## config.mk

```make
export PLATFORM = sky130hd
export DESIGN_NAME = elc_sequencer
export DESIGN_NICKNAME = d
export VERILOG_FILES = /design/src/pkg/elc_pkg.sv /design/src/rtl/elc_sequencer.sv
export SDC_FILE = /design/constraint.sdc
export NUM_CORES = 1
export LEC_CHECK = 0
export ABC_AREA = 1
export BUFFER_PORTS_ARGS = -buffer_cell sky130_fd_sc_hd__buf_2
export CAP_MARGIN = 20
export CORE_MARGIN = 2
export CORE_UTILIZATION = 54
export DETAILED_ROUTE_END_ITERATION = 10
export PLACE_DENSITY = 0.89
export SLEW_MARGIN = 20
export SYNTH_ARGS = -nofsm -noshare
export SYNTH_HDL_FRONTEND = slang
export SYNTH_SLANG_ARGS = --single-unit
```

## constraint.sdc

```tcl
create_clock -name aclk -period 3.1 [get_ports aclk]
set_input_delay 0 -clock aclk [delete_from_list [all_inputs] [get_ports aclk]]
set_output_delay 0 -clock aclk [all_outputs]
set_load 0.02 [all_outputs]
```

## src/pkg/elc_pkg.sv

```systemverilog
// package for the exterior lamp check sequencer: register map, lamp fields, timing
package elc_pkg;
    // ************************************************************
    // bus and register map
    // ************************************************************
    localparam int unsigned addr_w = 8;
    localparam logic [addr_w-1:0] ctrl_off = 8'h00;
    localparam logic [addr_w-1:0] dwell_off = 8'h04;
    localparam logic [addr_w-1:0] status_off = 8'h08;
    localparam logic [1:0] resp_okay = 2'h0;
    localparam logic [1:0] resp_slverr = 2'h2;
    // ctrl bits
    localparam int unsigned ctrl_enable_bit = 0;
    localparam int unsigned ctrl_buttonless_bit = 1;
    localparam int unsigned ctrl_plow_bit = 2;
    localparam int unsigned ctrl_fog_bit = 3;
    localparam logic [3:0] ctrl_reset_val = 4'h1;
    // ************************************************************
    // timing
    // ************************************************************
    localparam longint unsigned clk_hz = 20000000;
    localparam longint unsigned second_s = 1;
    localparam longint unsigned second_cycles = second_s * clk_hz;
    localparam logic [3:0] dwell_default = 4'h2;
    localparam logic [3:0] dwell_min = 4'h1;
    localparam logic [3:0] dwell_max = 4'ha;
    // ************************************************************
    // lamp outputs and steps
    // ************************************************************
    typedef struct packed {
        logic plow_high;
        logic plow_low;
        logic high_beam;
        logic low_beam;
        logic fog;
        logic park;
        logic turn_right;
        logic turn_left;
        logic brake;
    } elc_lamps_type;
    localparam logic [3:0] step_first = 4'h0;
    localparam logic [3:0] step_fog = 4'h2;
    localparam logic [3:0] step_plow_low = 4'h3;
    localparam logic [3:0] step_last = 4'h9;
    typedef enum logic [1:0] {
        st_idle = 2'b00,
        st_armed = 2'b01,
        st_braked = 2'b10,
        st_run = 2'b11
    } elc_state_type;
endpackage : elc_pkg

```

## src/rtl/elc_sequencer.sv

```systemverilog
// exterior lamp check sequencer with an axi4-lite register port
//
// The register offsets and the AXI4-Lite interface to the registers are this design's own decisions.
`timescale 1ns/1ps
`default_nettype none

module elc_sequencer #(
    parameter longint unsigned second_count = elc_pkg::second_cycles
) (
    input wire logic aclk,
    input wire logic aresetn,
    input wire logic [elc_pkg::addr_w-1:0] s_axi_awaddr,
    input wire logic s_axi_awvalid,
    output logic s_axi_awready,
    input wire logic [31:0] s_axi_wdata,
    input wire logic [3:0] s_axi_wstrb,
    input wire logic s_axi_wvalid,
    output logic s_axi_wready,
    output logic [1:0] s_axi_bresp,
    output logic s_axi_bvalid,
    input wire logic s_axi_bready,
    input wire logic [elc_pkg::addr_w-1:0] s_axi_araddr,
    input wire logic s_axi_arvalid,
    output logic s_axi_arready,
    output logic [31:0] s_axi_rdata,
    output logic [1:0] s_axi_rresp,
    output logic s_axi_rvalid,
    input wire logic s_axi_rready,
    input wire logic key_ign_acc,
    input wire logic key_off_crank,
    input wire logic park_brake_set,
    input wire logic service_brake,
    input wire logic cruise_on,
    input wire logic cruise_resume,
    input wire logic lamp_check_button,
    input wire logic lamp_switch_any_on,
    input wire logic inputs_status_good,
    input wire logic cruise_status_good,
    output elc_pkg::elc_lamps_type lamp_force,
    output logic lamp_check_active
);
    import elc_pkg::*;

    // ************************************************************
    // register port
    // ************************************************************
    logic [3:0] ctrl_q;
    logic [3:0] dwell_q;
    logic [31:0] status_w;
    logic aw_have_q;
    logic w_have_q;
    logic [addr_w-1:0] aw_addr_q;
    logic [31:0] w_data_q;
    logic [3:0] w_strb_q;
    logic [3:0] step_q;
    elc_state_type state_q;
    logic aborts_q;

    assign status_w = {24'h0, aborts_q, 1'b0, state_q, step_q};

    always_ff @(posedge aclk) begin
        if (!aresetn) begin
            s_axi_awready <= 1'b0;
            s_axi_wready <= 1'b0;
            aw_have_q <= 1'b0;
            w_have_q <= 1'b0;
            aw_addr_q <= '0;
            w_data_q <= '0;
            w_strb_q <= '0;
            s_axi_bvalid <= 1'b0;
            s_axi_bresp <= resp_okay;
        end else begin
            s_axi_awready <= !aw_have_q && !s_axi_awready && s_axi_awvalid;
            s_axi_wready <= !w_have_q && !s_axi_wready && s_axi_wvalid;
            if (s_axi_awvalid && s_axi_awready) begin
                aw_have_q <= 1'b1;
                aw_addr_q <= s_axi_awaddr;
            end
            if (s_axi_wvalid && s_axi_wready) begin
                w_have_q <= 1'b1;
                w_data_q <= s_axi_wdata;
                w_strb_q <= s_axi_wstrb;
            end
            if (aw_have_q && w_have_q && !s_axi_bvalid) begin
                s_axi_bvalid <= 1'b1;
                s_axi_bresp <= (aw_addr_q == ctrl_off || aw_addr_q == dwell_off)
                    ? resp_okay : resp_slverr;
            end
            if (s_axi_bvalid && s_axi_bready) begin
                s_axi_bvalid <= 1'b0;
                aw_have_q <= 1'b0;
                w_have_q <= 1'b0;
            end
        end
    end

    // register writes happen once, when the response is raised
    always_ff @(posedge aclk) begin
        if (!aresetn) begin
            ctrl_q <= ctrl_reset_val;
            dwell_q <= dwell_default;
        end else if (aw_have_q && w_have_q && !s_axi_bvalid && w_strb_q[0]) begin
            if (aw_addr_q == ctrl_off) begin
                ctrl_q <= w_data_q[3:0];
            end
            // out-of-range dwell is clamped rather than refused
            if (aw_addr_q == dwell_off) begin
                if (w_data_q[3:0] < dwell_min) begin
                    dwell_q <= dwell_min;
                end else if (w_data_q[3:0] > dwell_max || w_data_q[31:4] != 28'h0) begin
                    dwell_q <= dwell_max;
                end else begin
                    dwell_q <= w_data_q[3:0];
                end
            end
        end
    end

    always_ff @(posedge aclk) begin
        if (!aresetn) begin
            s_axi_arready <= 1'b0;
            s_axi_rvalid <= 1'b0;
            s_axi_rdata <= '0;
            s_axi_rresp <= resp_okay;
        end else begin
            s_axi_arready <= !s_axi_rvalid && !s_axi_arready && s_axi_arvalid;
            if (s_axi_arvalid && s_axi_arready) begin
                s_axi_rvalid <= 1'b1;
                s_axi_rresp <= resp_okay;
                unique case (s_axi_araddr)
                    ctrl_off: s_axi_rdata <= {28'h0, ctrl_q};
                    dwell_off: s_axi_rdata <= {28'h0, dwell_q};
                    status_off: s_axi_rdata <= status_w;
                    default: begin
                        s_axi_rdata <= '0;
                        s_axi_rresp <= resp_slverr;
                    end
                endcase
            end else if (s_axi_rvalid && s_axi_rready) begin
                s_axi_rvalid <= 1'b0;
            end
        end
    end

    // ************************************************************
    // entry and exit conditions
    // ************************************************************
    logic entry_ok;
    logic exit_now;
    logic cruise_pair;
    logic brake_prev_q;

    // cruise status only gates entry; it is not an exit cause
    assign entry_ok = ctrl_q[ctrl_enable_bit] && key_ign_acc && !key_off_crank
        && !lamp_switch_any_on && inputs_status_good && cruise_status_good
        && park_brake_set;
    assign exit_now = service_brake
        || lamp_switch_any_on
        || key_off_crank || !key_ign_acc || !park_brake_set
        || !inputs_status_good
        || !ctrl_q[ctrl_enable_bit];
    assign cruise_pair = cruise_on && cruise_resume;

    always_ff @(posedge aclk) begin
        if (!aresetn) begin
            brake_prev_q <= 1'b0;
        end else begin
            brake_prev_q <= service_brake;
        end
    end

    // ************************************************************
    // sequencer state and timing
    // ************************************************************
    logic [$clog2(second_count+1)-1:0] sec_cnt_q;
    logic [3:0] dwell_left_q;
    logic sec_tick;
    logic step_done;
    logic [3:0] step_next;

    assign sec_tick = (sec_cnt_q == ($clog2(second_count+1))'(second_count - 1));
    assign step_done = sec_tick && (dwell_left_q == dwell_min);

    // plow and fog steps drop out of the list when not fitted
    always_comb begin
        step_next = (step_q == step_last) ? step_first : step_q + 4'h1;
        for (int i = 0; i < 3; i++) begin
            if ((step_next == step_first || step_next == step_plow_low)
                && !ctrl_q[ctrl_plow_bit]) begin
                step_next = step_next + 4'h1;
            end else if (step_next == step_fog && !ctrl_q[ctrl_fog_bit]) begin
                step_next = step_next + 4'h1;
            end
        end
    end

    always_ff @(posedge aclk) begin
        if (!aresetn) begin
            state_q <= st_idle;
            aborts_q <= 1'b0;
        end else begin
            unique case (state_q)
                st_idle: begin
                    if (entry_ok && !ctrl_q[ctrl_buttonless_bit] && lamp_check_button) begin
                        state_q <= st_run;
                    end else if (entry_ok && ctrl_q[ctrl_buttonless_bit] && cruise_pair) begin
                        state_q <= st_armed;
                    end
                end
                st_armed: begin
                    if (!entry_ok && !service_brake) begin
                        state_q <= st_idle;
                    end else if (service_brake && !brake_prev_q) begin
                        state_q <= st_braked;
                    end
                end
                st_braked: begin
                    if (!park_brake_set || !key_ign_acc || key_off_crank
                        || lamp_switch_any_on || !inputs_status_good) begin
                        state_q <= st_idle;
                    end else if (!service_brake) begin
                        state_q <= st_run;
                    end
                end
                st_run: begin
                    if (exit_now) begin
                        state_q <= st_idle;
                        aborts_q <= 1'b1;
                    end
                end
            endcase
        end
    end

    always_ff @(posedge aclk) begin
        if (!aresetn) begin
            step_q <= step_first;
            sec_cnt_q <= '0;
            dwell_left_q <= dwell_default;
        end else if (state_q != st_run || exit_now) begin
            step_q <= step_next_first();
            sec_cnt_q <= '0;
            dwell_left_q <= dwell_q;
        end else begin
            sec_cnt_q <= sec_tick ? '0 : sec_cnt_q + 1'b1;
            if (step_done) begin
                step_q <= step_next;
                dwell_left_q <= dwell_q;
            end else if (sec_tick) begin
                dwell_left_q <= dwell_left_q - 4'h1;
            end
        end
    end

    function automatic logic [3:0] step_next_first();
        logic [3:0] s;
        s = step_first;
        if (!ctrl_q[ctrl_plow_bit]) begin
            s = s + 4'h1;
        end
        return s;
    endfunction : step_next_first

    // ************************************************************
    // lamp outputs
    // ************************************************************
    always_ff @(posedge aclk) begin
        if (!aresetn) begin
            lamp_force <= '0;
            lamp_check_active <= 1'b0;
        end else if (state_q != st_run || exit_now) begin
            lamp_force <= '0;
            lamp_check_active <= 1'b0;
        end else begin
            lamp_check_active <= 1'b1;
            lamp_force <= '0; // no backup lamp field exists
            unique case (step_q)
                4'h0: lamp_force.plow_high <= 1'b1;
                4'h1: begin
                    lamp_force.high_beam <= 1'b1;
                    lamp_force.park <= 1'b1;
                end
                4'h2: begin
                    lamp_force.fog <= 1'b1;
                    lamp_force.park <= 1'b1;
                end
                4'h3: lamp_force.plow_low <= 1'b1;
                4'h4: begin
                    lamp_force.low_beam <= 1'b1;
                    lamp_force.park <= 1'b1;
                end
                4'h5: begin
                    lamp_force.turn_right <= 1'b1;
                    lamp_force.park <= 1'b1;
                end
                4'h6: begin
                    lamp_force.turn_left <= 1'b1;
                    lamp_force.park <= 1'b1;
                    lamp_force.brake <= 1'b1;
                end
                4'h8: lamp_force.brake <= 1'b1;
                default: lamp_force <= '0; // steps 7 and 9
            endcase
        end
    end
endmodule : elc_sequencer

`default_nettype wire

```

==> results_dict.tcl <==
set metrics [dict create \
    ys_async_sr_fraction_pct 0 \
    path_class "register to register" \
    synth_ff_type "dfxtp_1" \
    p_switching_mw 0.7362 \
    num_rows 35 \
    end_kind "register" \
    die_x_um 100.8 \
    power_frac_comb_pct 13.5 \
    reg2reg_depth 24 \
    syn_to_final_growth_pct 21.70 \
    viasPerCell 5.243 \
    finalSetupTns_ns 0 \
    dp_hpwl_mm 7.458 \
    design.die.area_um2 10160 \
    root_buffer "clkbuf_8" \
    synth_top_area_share_pct 44.33 \
    core_area_um2 9153 \
    crit_required_ns 3.39 \
    die_h_um 100.8 \
    cts.sinks 112 \
    port-buffer-count 89 \
    postSynthCellCount 686 \
    drc 0 \
    ys_ff_latch 112 \
    firstDrtPassIters 5 \
    max_cap_viol_count 0 \
    antenna_found_initial 2 \
    yosysTopAreaCell "dfxtp_1" \
    critPathLaunch "step_q[0]$_SDFFE_PN0P_" \
    cellPowerDensity_nw_per_um2 451.1 \
    multi_input_area_um2 2332 \
    ys_warn_count 0 \
    hp-class "input pin to register" \
    synth-edff-count 0 \
    fin_crit_ns 2.814 \
    drt_iter0_markers 248 \
    dr_total_vias 4897 \
    grt_first_pass_wirelength_mm 20.10 \
    numCtsBuffers 9 \
    postRouteAntennaNets 0 \
    clkTransAtPathRegs_ns 0.10 \
    p_seq_share_pct 54.8 \
    irDropWorstVdd_mv 0.3109 \
    post-cts-setup-buffer-count 0 \
    leakage_nw 2.630 \
    nNetsFinal 890 \
    wl_per_cell_um 13.14 \
    grt_overflow 0 \
    synth_area_um2 5057 \
    drive_above_1_share_pct 17.42 \
    final_common_cell "nor2_1" \
    pin_count 120 \
    min_period_over_period_pct 90.77 \
    drv_slew 0 \
    skew_ns 0.01464 \
    fillers 720 \
    cts_max_path_buffers 2 \
    place_congestion 0.8078 \
    grt_pass1_vias 4569 \
    seq_area_frac_synth_pct 44.33 \
    regArea_um2 2243 \
    endpoint "step_q[2]$_SDFFE_PN0P_" \
    grt_max_degree 59 \
    drt_wl_total_mm 12.27 \
    worstReg2RegStart "step_q[0]$_SDFFE_PN0P_" \
    rrSetupSlack_ns 0.29 \
    hold_viol 0 \
    grt_setup_unrepaired "false" \
    total_power_mw 2.776 \
    worstSetupStartpointType "register" \
    synth_area_leaders "dfxtp_1 44%, nor2_1 9.6%, o21ai_0 6.4%" \
    syn_avg_cell_area_um2 7.372 \
    synth.distinct_cells 47 \
    pwr-share-clk_pct 31.7 \
    worst_pin_slew_ns 0.9044 \
    start_util_pct 55.26 \
    setup_viol 0 \
    clock_latency_ns 0.36 \
    grt_util_all_layers_pct 24.37 \
    reg2reg_to "step_q[2]$_SDFFE_PN0P_" \
    cts_tree "built" \
    htree_levels 3 \
    relSlewSlack_pct 39.64 \
    worst-path-max-fanout 9 \
    outcome "completed" \
    arrival_ns 3.11 \
    p_int_mw 2.040 \
    switching_share_pct 26.52 \
    fmax_mhz 355.4 \
    final_cell_mix "130 x nor2_1, 111 x dfxtp_1, 89 x buf_2" \
]
[kinds of logic after synthesis]
kind of cell               after synthesis  share of synthesized area, %
DFF                                    112                         44.33
adders and majority gates                5                         1.237
and+or+nand+nor                        310                         27.61
xor gates and xnor gates                 6                         1.039
AOI/OAI and AO/OA                      129                         14.23
buffers and inverters                  123                         11.48
other                                    1                       0.07415
[critical path, cell delays in order (launching register included)]
cell and delay, ns:
dfxtp_2 0.47, inv_4 0.08, nor2_2 0.11, inv_1 0.07
nand2_1 0.08, nand2_1 0.08, inv_1 0.06, ha_1 0.15
inv_1 0.04, nor2_1 0.18, nand3_4 0.13, nand2_4 0.09
nand2_2 0.05, nand2_2 0.08, inv_2 0.05, ha_1 0.21
inv_1 0.08, nand2_2 0.07, nand3_2 0.09, nand2_2 0.06
nand2_1 0.08, nand4_1 0.10, o21bai_1 0.15, nand2_1 0.08
a21oi_2 0.11
[cells in the mapped netlist, types with 2 or more instances]
master,count
nor2_1,130
dfxtp_1,112
nand2_1,86
inv_1,68
o21ai_0,65
a21oi_1,37
buf_4,27
nand3_1,27
nor3_1,18
clkbuf_1,14
nor4_1,13
nand2_2,11
nand4_1,11
inv_2,7
ha_1,5
o221ai_1,5
xor2_1,5
a21oi_2,3
a31oi_1,3
nand3_2,3
o21a_1,3
a211oi_1,2
a221oi_1,2
buf_2,2
nand3_4,2
nor2_2,2
nor2_4,2
o21ai_1,2
[worst min path at each step]
stage,start,endpoint,slack (ns),depth (start not counted)
2_1_floorplan,service_brake,brake_prev_q$_SDFF_PN0_,0.09,2
3_3_place_gp,service_brake,brake_prev_q$_SDFF_PN0_,0.21,3
3_5_place_dp,service_brake,brake_prev_q$_SDFF_PN0_,0.21,3
4_1_cts,s_axi_araddr[3],s_axi_rdata[4]$_SDFFE_PN0P_,0.03,5
5_1_grt,s_axi_araddr[3],s_axi_rdata[4]$_SDFFE_PN0P_,0.07,5
6_report,s_axi_araddr[3],s_axi_rdata[4]$_SDFFE_PN0P_,0.04,5
[what timing repair did]
action / CTS / global route
hold buffers: 47 / 0
hold endpoints to repair: 49 / 0
endpoints found under the setup margin: 0 / 3
gates resized for setup: 0 / 1
[flip-flops by register name, summed over array words and instances (netlist names)]
signal	flops
w_data_q	32
sec_cnt_q	25
lamp_force	9
aw_addr_q	8
s_axi_rdata	7
ctrl_q	4
dwell_left_q	4
dwell_q	4
step_q	4
state_q	2
aborts_q	1
aw_have_q	1
brake_prev_q	1
lamp_check_active	1
s_axi_arready	1
s_axi_awready	1
s_axi_bresp	1
s_axi_bvalid	1
s_axi_rresp	1
s_axi_rvalid	1
s_axi_wready	1
w_have_q	1
w_strb_q	1
[layout make-up]
| class | count | share of cell area (%) |
|---|---|---|
| antenna | 2 | 0.08132 |
| clock buffer | 10 | 2.236 |
| clock inverter | 6 | 1.098 |
| inverter | 77 | 4.737 |
| multi-input combinational | 477 | 37.89 |
| sequential | 112 | 36.45 |
| tap | 111 | 2.257 |
| timing repair buffer | 139 | 15.25 |
[power groups by stage]
stage | clock [mW] | combinational [mW] | sequential [mW]
after CTS | 0.893 | 0.358 | 1.52
after detailed placement | 0 | 0.310 | 1.55
after global placement | 0 | 0.302 | 1.55
after floorplan | 0 | 0.248 | 1.55
final | 0.880 | 0.375 | 1.52
after global routing | 0.957 | 0.416 | 1.53
[stage by stage]
stage	hold slack (ns)	util (%)	setup slack [ns]	instances	cell area [um^2]
after floorplan	0.09345	-	0.6803	712	5155
after global placement	0.2087	59.79	0.3362	869	5473
after detailed placement	0.2142	59.79	0.2373	869	5473
after CTS	0.02728	67.18	0.1563	932	6148
after global routing	0.07477	67.25	0.01847	934	6155
final	0.04178	67.25	0.2861	934	6155
[layer usage]
layer	GRT usage (%)	vias to the layer above	part of all wire (%)
li1	-	2448	-
met2	42.31	196	50
met4	10.96	0	2.4
met5	0	-	0
met3	3.814	28	6.1
met1	29.66	2225	41
No activity file was read; power rests on OpenSTA's default activity.
